[src/core/flash_guard_pkg.sv]
// Constants for the program flash read limit and timing control block.
// Assumes an SFR-style register port driven by the processor core.
package flash_guard_pkg;
  localparam logic [7:0] TIMING_CTRL_ADDR = 8'hb6;
  localparam logic [7:0] READ_LIMIT_ADDR = 8'hb7;
  localparam logic [7:0] TIMING_CTRL_RESET = 8'h8f;
  localparam logic [7:0] READ_LIMIT_RESET = 8'h00;
  localparam int ONESHOT_BIT = 7;
  localparam int READ_ALWAYS_BIT = 6;
  localparam logic [3:0] PRESCALE_DISABLED = 4'hf;
  localparam logic [3:0] PRESCALE_MAX_VALID = 4'ha;
  localparam logic [7:0] BLOCKED_READ_VALUE = 8'h00;
  localparam logic [15:0] RESET_VECTOR = 16'h0000;
  localparam int SYS_CLK_HZ = 10_000_000;
  localparam int PRESCALE_BASE_HZ = 50_000;
  // Write and erase durations in microseconds, and cycle counts from them
  localparam int WRITE_TIME_US = 40;
  localparam int ERASE_TIME_US = 10_000;
  localparam int WRITE_CYCLES = (WRITE_TIME_US * (SYS_CLK_HZ / 1_000_000));
  localparam int ERASE_CYCLES = (ERASE_TIME_US * (SYS_CLK_HZ / 1_000_000));
endpackage

[src/core/flash_guard.sv]
// Program flash read limit partitioning plus write/erase timing control.
// Assumes the core presents fetch PC, access address and op strobes on SYS_CLK.
`timescale 1ns/10ps
`default_nettype none

// Contract
// (RL1) Code reads from upper partition into lower partition return zero.
// (RL2) Lower partition code reads and writes everywhere freely.
// (RL3) Upper partition code may still fetch and execute lower partition code.
// (RL4) Boundary is limit byte times 256.
// (RL5) Reset limit zero gives boundary zero: all readable.
// (RL6) Software should keep the boundary on 512-byte multiples.
// (RL7) Protected firmware lives low, runs from reset vector first.
// (RL8) After reset execution starts at the reset vector.
// (RL9) Prescaler is smallest code whose range holds the system clock.
// (RL10) Prescaler all ones refuses every write and erase.
// (RL11) Upper code cannot read, write or erase below the boundary.
// (RL12) Core stalls for the whole timed write or erase.
// (RL13) Limit register takes only the first write after reset.
// (RL14) Timing register keeps top two bits, zero unused, reserved codes invalid.
module flash_guard
  import flash_guard_pkg::*;
#(
  parameter int ERASE_CYCLE_COUNT = ERASE_CYCLES
) (
  input wire logic SYS_CLK,
  input wire logic SYS_RST,
  input wire logic [7:0] SFR_ADDR,
  input wire logic SFR_WR,
  input wire logic [7:0] SFR_WDATA,
  output logic [7:0] SFR_RDATA,
  input wire logic [15:0] FETCH_PC,
  input wire logic [15:0] MEM_ADDR,
  input wire logic CODE_READ,
  input wire logic FLASH_WRITE,
  input wire logic FLASH_ERASE,
  input wire logic [7:0] FLASH_RDATA,
  output logic [7:0] CODE_RDATA,
  output logic FLASH_PROG_START,
  output logic FLASH_PROG_IS_ERASE,
  output logic ACCESS_DENIED,
  output logic CORE_STALL,
  output logic [15:0] RESET_PC,
  output logic PRESCALE_VALID
);
  // The busy counter is 18 bits wide, which bounds the erase count
  if (ERASE_CYCLE_COUNT < 1 || ERASE_CYCLE_COUNT > 200_000) begin : gen_erase_count_check
    $error("ERASE_CYCLE_COUNT out of range");
  end

  logic [7:0] read_limit_reg;
  logic limit_locked_reg;
  logic [7:0] timing_reg;
  logic [17:0] busy_count_reg;
  logic [15:0] boundary;
  logic pc_upper;
  logic addr_lower;
  logic blocked;
  logic prescale_ok;

  // Boundary moves in 256-byte steps; sector alignment is left to software
  assign boundary = {read_limit_reg, 8'h00}; // [RL4] [RL5]
  assign pc_upper = (FETCH_PC >= boundary);
  assign addr_lower = (MEM_ADDR < boundary);
  // Only data-style accesses are judged here; instruction fetch never passes this path [RL3]
  assign blocked = pc_upper && addr_lower; // [RL2] [RL11]
  assign prescale_ok = (timing_reg[3:0] <= PRESCALE_MAX_VALID); // [RL14]

  // One-shot lock: upper code cannot move the boundary once startup code has set it
  always_ff @(posedge SYS_CLK) begin
    if (SYS_RST) begin
      read_limit_reg <= READ_LIMIT_RESET;
      limit_locked_reg <= 1'b0;
    end else if (SFR_WR && SFR_ADDR == READ_LIMIT_ADDR && !limit_locked_reg) begin
      read_limit_reg <= SFR_WDATA; // [RL13]
      limit_locked_reg <= 1'b1;
    end
  end

  // Software picks the code for its clock; hardware only refuses bad codes [RL9]
  always_ff @(posedge SYS_CLK) begin
    if (SYS_RST) begin
      timing_reg <= TIMING_CTRL_RESET;
    end else if (SFR_WR && SFR_ADDR == TIMING_CTRL_ADDR) begin
      timing_reg <= {SFR_WDATA[ONESHOT_BIT], SFR_WDATA[READ_ALWAYS_BIT], 2'b00,
                     SFR_WDATA[3:0]}; // [RL14]
    end
  end

  // Read data is registered, so it shows the register one edge after the address
  always_ff @(posedge SYS_CLK) begin
    if (SYS_RST) begin
      SFR_RDATA <= 8'h00;
    end else if (SFR_ADDR == TIMING_CTRL_ADDR) begin
      SFR_RDATA <= timing_reg;
    end else if (SFR_ADDR == READ_LIMIT_ADDR) begin
      SFR_RDATA <= read_limit_reg;
    end else begin
      SFR_RDATA <= 8'h00;
    end
  end

  // Zeros stand in for protected bytes; the result holds until the next code read
  always_ff @(posedge SYS_CLK) begin
    if (SYS_RST) begin
      CODE_RDATA <= 8'h00;
    end else if (CODE_READ) begin
      CODE_RDATA <= blocked ? BLOCKED_READ_VALUE : FLASH_RDATA; // [RL1]
    end
  end

  // Requests that arrive during a stall are dropped rather than queued
  logic start_ok;
  assign start_ok = (FLASH_WRITE || FLASH_ERASE) && !blocked && prescale_ok &&
                    busy_count_reg == 18'd0; // [RL10] [RL11]

  // The busy count runs down to one; the stall drops on the edge after that
  always_ff @(posedge SYS_CLK) begin
    if (SYS_RST) begin
      busy_count_reg <= 18'd0;
      FLASH_PROG_START <= 1'b0;
      FLASH_PROG_IS_ERASE <= 1'b0;
      CORE_STALL <= 1'b0;
    end else begin
      FLASH_PROG_START <= start_ok;
      if (start_ok) begin
        FLASH_PROG_IS_ERASE <= FLASH_ERASE;
        busy_count_reg <= FLASH_ERASE ? 18'(ERASE_CYCLE_COUNT) : 18'(WRITE_CYCLES);
        CORE_STALL <= 1'b1; // [RL12]
      end else if (busy_count_reg > 18'd1) begin
        busy_count_reg <= busy_count_reg - 18'd1;
      end else begin
        busy_count_reg <= 18'd0;
        CORE_STALL <= 1'b0;
      end
    end
  end

  // Reset vector is fixed, so protected startup code always runs before upper code
  always_ff @(posedge SYS_CLK) begin
    if (SYS_RST) begin
      ACCESS_DENIED <= 1'b0;
      PRESCALE_VALID <= 1'b0;
      RESET_PC <= RESET_VECTOR; // [RL8] [RL7]
    end else begin
      ACCESS_DENIED <= (CODE_READ || FLASH_WRITE || FLASH_ERASE) && blocked;
      PRESCALE_VALID <= prescale_ok;
      RESET_PC <= RESET_VECTOR;
    end
  end

  // Checks on what this block drives; nothing is assumed of the core
  chk_blocked_read_zero: assert property (@(posedge SYS_CLK) disable iff (SYS_RST) // [RL1]
    CODE_READ && blocked |=> CODE_RDATA == 8'h00)
    else $error("blocked code read returned nonzero");
  chk_lower_read_open: assert property (@(posedge SYS_CLK) disable iff (SYS_RST) // [RL2]
    CODE_READ && FETCH_PC < boundary |=> CODE_RDATA == $past(FLASH_RDATA))
    else $error("lower partition read was altered");
  chk_limit_once: assert property (@(posedge SYS_CLK) disable iff (SYS_RST) // [RL13]
    limit_locked_reg |=> $stable(read_limit_reg))
    else $error("limit changed after first write");
  chk_disabled_no_start: assert property (@(posedge SYS_CLK) disable iff (SYS_RST) // [RL10]
    timing_reg[3:0] == 4'hf |=> !FLASH_PROG_START)
    else $error("program started with prescaler disabled");
  chk_upper_no_write: assert property (@(posedge SYS_CLK) disable iff (SYS_RST) // [RL11]
    (FLASH_WRITE || FLASH_ERASE) && blocked |=> !FLASH_PROG_START && ACCESS_DENIED)
    else $error("protected flash write not refused");
  chk_stall_write: assert property (@(posedge SYS_CLK) disable iff (SYS_RST) // [RL12]
    start_ok && !FLASH_ERASE |=> CORE_STALL [*8])
    else $error("stall ended early during write");
  chk_unused_zero: assert property (@(posedge SYS_CLK) disable iff (SYS_RST) // [RL14]
    timing_reg[5:4] == 2'b00)
    else $error("unused timing bits not zero");
  chk_reset_limit: assert property (@(posedge SYS_CLK) // [RL5]
    $past(SYS_RST) |-> boundary == 16'h0000)
    else $error("boundary not zero after reset");

  // Helper for the stall checks: length of the current stall and the length it should have
  // It counts every stalled edge on its own, so a slip in the busy count shows up
  logic [17:0] stall_run_reg;
  logic [17:0] stall_want_reg;

  always_ff @(posedge SYS_CLK) begin
    if (SYS_RST) begin
      stall_run_reg <= 18'd0;
      stall_want_reg <= 18'd0;
    end else if (start_ok) begin
      stall_run_reg <= 18'd1;
      stall_want_reg <= FLASH_ERASE ? 18'(ERASE_CYCLE_COUNT) : 18'(WRITE_CYCLES);
    end else if (CORE_STALL) begin
      stall_run_reg <= stall_run_reg + 18'd1;
    end
  end

  // Fetch stays open, the first limit write lands, refusals hold, stalls last as timed
  chk_fetch_not_denied: assert property (@(posedge SYS_CLK) disable iff (SYS_RST) // [RL3]
    !(CODE_READ || FLASH_WRITE || FLASH_ERASE) |=> !ACCESS_DENIED)
    else $error("access denied without a request");
  chk_upper_read_open: assert property (@(posedge SYS_CLK) disable iff (SYS_RST) // [RL4]
    CODE_READ && MEM_ADDR >= boundary |=> CODE_RDATA == $past(FLASH_RDATA))
    else $error("read at or above boundary was altered");
  chk_blocked_read_denied: assert property (@(posedge SYS_CLK) disable iff (SYS_RST) // [RL11]
    CODE_READ && blocked |=> ACCESS_DENIED)
    else $error("blocked code read not flagged");
  chk_limit_first_write: assert property (@(posedge SYS_CLK) disable iff (SYS_RST) // [RL13]
    SFR_WR && SFR_ADDR == READ_LIMIT_ADDR && !limit_locked_reg |=>
    limit_locked_reg && read_limit_reg == $past(SFR_WDATA))
    else $error("first limit write not taken");
  chk_reserved_no_start: assert property (@(posedge SYS_CLK) disable iff (SYS_RST) // [RL14]
    timing_reg[3:0] > PRESCALE_MAX_VALID |=> !FLASH_PROG_START)
    else $error("program started with reserved prescaler code");
  chk_busy_no_restart: assert property (@(posedge SYS_CLK) disable iff (SYS_RST) // [RL12]
    busy_count_reg != 18'd0 |=> !FLASH_PROG_START)
    else $error("program started while busy");
  chk_stall_with_start: assert property (@(posedge SYS_CLK) disable iff (SYS_RST) // [RL12]
    FLASH_PROG_START |-> CORE_STALL)
    else $error("stall not raised with program start");
  chk_stall_length: assert property (@(posedge SYS_CLK) disable iff (SYS_RST) // [RL12]
    $fell(CORE_STALL) && !$past(SYS_RST) |-> stall_run_reg == stall_want_reg + 18'd1)
    else $error("stall length differs from the timed count");
endmodule

`default_nettype wire

[config.mk]
export PLATFORM = sky130hd
export DESIGN_NAME = flash_guard
export DESIGN_NICKNAME = d
export VERILOG_FILES = /design/src/core/flash_guard_pkg.sv /design/src/core/flash_guard.sv
export SDC_FILE = /design/constraint.sdc
export NUM_CORES = 1
export LEC_CHECK = 0
export BUFFER_PORTS_ARGS = -buffer_cell sky130_fd_sc_hd__clkbuf_2
export CORE_ASPECT_RATIO = 1.2
export CORE_MARGIN = 2
export CORE_UTILIZATION = 50
export CTS_BUF_LIST = sky130_fd_sc_hd__clkbuf_4 sky130_fd_sc_hd__clkbuf_8
export CTS_CLUSTER_SIZE = 12
export DETAILED_ROUTE_END_ITERATION = 16
export PLACE_DENSITY = 0.9
export SLEW_MARGIN = 10
export SYNTH_ARGS = -nofsm -noshare
export SYNTH_HDL_FRONTEND = slang
export SYNTH_SLANG_ARGS = --single-unit
[constraint.sdc]
create_clock -name SYS_CLK -period 3.4 [get_ports SYS_CLK]
set_clock_uncertainty 0.05 [all_clocks]
set_input_delay 0.68 -clock SYS_CLK [delete_from_list [all_inputs] [get_ports SYS_CLK]]
set_output_delay 0.68 -clock SYS_CLK [all_outputs]
set_load 0.02 [all_outputs]
==> metrics <==
met3 WL=344 µm; WP data required=3.54 ns; initial antenna violation count=0; CP Data Arrival Time=2.51 ns; top fanout value on the critical path=13; Area growth syn-to-layout=17.5%; Peak VDD IR=0.287 mV; GRT Overall Usage=0.192; WS Path Type=primary input to flip-flop; final setup vio count=0; Tmin final=2.37 ns; vias in the first global route=2061; clk root buf=clkbuf_8; DRC=0; Period Utilization, post-route=0.698; DIE AREA=5790 µm²; largest net degree at the start of global routing=20; routed len/inst=13.0 µm; hold endpoint=CORE_STALL$_SDFFE_PP0P_; top sig layer=met4; Iteration-0 DRC Markers=128; layout cells sized above 1=0.262; fillcell total=416; register-to-register setup slack=1.04 ns; Top FF cell, synth=dfxtp_1; Port Buffer Count=74; Placed Area=2960 µm²; Hold Startpoint=CORE_STALL$_SDFFE_PP0P_; Post-CTS Setup Inserts=0; ranking of synthesized cells by area=dfxtp_1 (42%), ha_1 (8.7%), mux2i_1 (7.7%); io pins=99; worst reg2reg startpoint=read_limit_reg[1]$_SDFFE_PP0P_; Antenna Cells=0; cell taking the most area after synthesis=dfxtp_1; path depth of the worst reg2reg path=8; placer congestion estimate=0.824; hold_buf cts=0; Distinct cells, synth=43; Placeable Area=4970 µm²; number of synthesized flops with an enable pin=0; met2 WL=2780 µm; post-route antenna net violation count=0; CTS Buf Count=5; FF-to-FF End=busy_count_reg[5]$_SDFF_PP0_; drt total wl=5360 µm; chip height=83.0 µm; flops & latches, synth=54; Worst Hold Depth=2; Non-Filler Instances=411; RSZ-0062 raised after global routing=no; list of most frequent post-synthesis cells=dfxtp_1 (54), nor2_1 (34), nand2_1 (26), mux2i_1 (20), ha_1 (18); DR vias=2134; Synth top area share=0.416; pwr dens=568 nW/µm²; most numerous cell in the Yosys netlist=dfxtp_1; wire length on met1=2140 µm; clk_lat worst skew=0.32 ns; Max H-tree Level=2; Post-Syn Area=2600 µm²; CP Launch Type=primary input; f_max=421 MHz; first-pass GRT wire length=9110 µm; Final Slew Violations=0; FFs w/ async S/R, synth=0; Critical Path End Type=flip-flop; Slew HR=0.641; Final nets=430; Inst Count DP=403; die width=69.8 µm; Slew @ Worst Pin=0.538 ns; post-detail-place hpwl=4280 µm; Min-Delay Path Class=flip-flop to flip-flop; Fin Setup TNS=0 ns; synth warn=0; Worst-path clk slew=0.10 ns; Mapped Cells=275; CTS max path bufs=2; Clock Sinks=54; Initial Util=0.523; TritonRoute pass-1 iters=4; fin util=0.614; status=finished, final reports clean; leak pwr=1.40 nW; number of flip-flops in the largest register=18; vias per cell=5.19; Mapped Avg Cell Area=9.45 µm²; post-route cell area=3060 µm²; Final Total Pwr=1.74 mW; Hold Violations, Final=0; CTS tree=done; total gr overflow=0; Post-CTS Resized=0; Max Cap Viol=0; site row count=28; Seq/Total Area, Yosys=0.416
cell families after synthesis:
group / after synthesis / share of synthesized area
compound gates: 36 / 0.0996
fa+ha+maj: 18 / 0.0866
other cells: 1 / 0.00144
buf+inv: 35 / 0.0756
mux: 20 / 0.0770
flops: 54 / 0.416
xor+xnor: 14 / 0.0472
simple gates: 97 / 0.197
layout make-up:
type,instances,area (µm²),area share
clock buffers,5,68.8,0.0225
clock inverters,3,28.8,0.00942
inverters,14,52.6,0.0172
multi-input cells,201,1380,0.451
flip-flops and latches,54,1080,0.354
well taps,60,75.1,0.0246
repair buffers,74,370,0.121
report_power, final:
group          internal (mW)  leakage (nW)  switching (mW)  total (mW)
Clock                  0.153        0.0502           0.221       0.374
Combinational          0.251         0.912           0.313       0.564
Sequential             0.711         0.439          0.0862       0.797
per-stage QoR:
| stage | hold WS [ns] | worst slack [ns] |
|---|---|---|
| after global placement | 0.381 | 0.716 |
| after CTS | 0.405 | 1.00 |
| final | 0.407 | 1.03 |
| after floorplan | 0.387 | 1.01 |
| after global routing | 0.454 | 0.861 |
| after detailed placement | 0.390 | 0.673 |
worst max-delay path, stage by stage:
cell       delay [ns]
clkbuf_2         0.09
ha_1             0.29
nor2b_1          0.13
o31ai_1          0.25
a21oi_1          0.13
o2111ai_2        0.37
a21bo_1          0.41
o21ai_0          0.16
metal layers:
| layer | global-route usage | vias up |
|---|---|---|
| li1 | - | 1073 |
| met5 | 0 | - |
| met4 | 0.0804 | 0 |
| met2 | 0.341 | 68 |
| met3 | 0.0388 | 10 |
| met1 | 0.222 | 983 |
worst max path at each step:
stage / from / end / depth (start not counted)
global placement: FETCH_PC[9] / busy_count_reg[5]$_SDFF_PP0_ / 8
detailed placement: FETCH_PC[9] / busy_count_reg[15]$_SDFF_PP0_ / 8
floorplan: FETCH_PC[10] / CODE_RDATA[0]$_SDFFE_PP0P_ / 8
CTS: FETCH_PC[9] / busy_count_reg[5]$_SDFF_PP0_ / 8
finish: FETCH_PC[9] / busy_count_reg[5]$_SDFF_PP0_ / 8
global route: read_limit_reg[2]$_SDFFE_PP0P_ / CODE_RDATA[7]$_SDFFE_PP0P_ / 8
cells in the final DEF (no fill, tap or decap), types with 3 or more instances in the layout:
cell type | netlist | final
a21oi_1 | 8 | 8
a22o_1 | 8 | 8
and3_1 | 4 | 4
clkbuf_2 | 0 | 74
clkbuf_8 | 0 | 5
conb_1 | 1 | 16
dfxtp_1 | 54 | 54
ha_1 | 18 | 18
inv_1 | 13 | 13
mux2i_1 | 20 | 20
nand2_1 | 26 | 26
nand3_1 | 5 | 5
nand4_1 | 4 | 4
nor2_1 | 34 | 34
nor3_1 | 5 | 5
nor4_1 | 4 | 4
nor4_4 | 3 | 3
o21ai_0 | 7 | 7
xnor2_1 | 8 | 8
xor2_1 | 6 | 6
(Power assumes the default switching activity.)
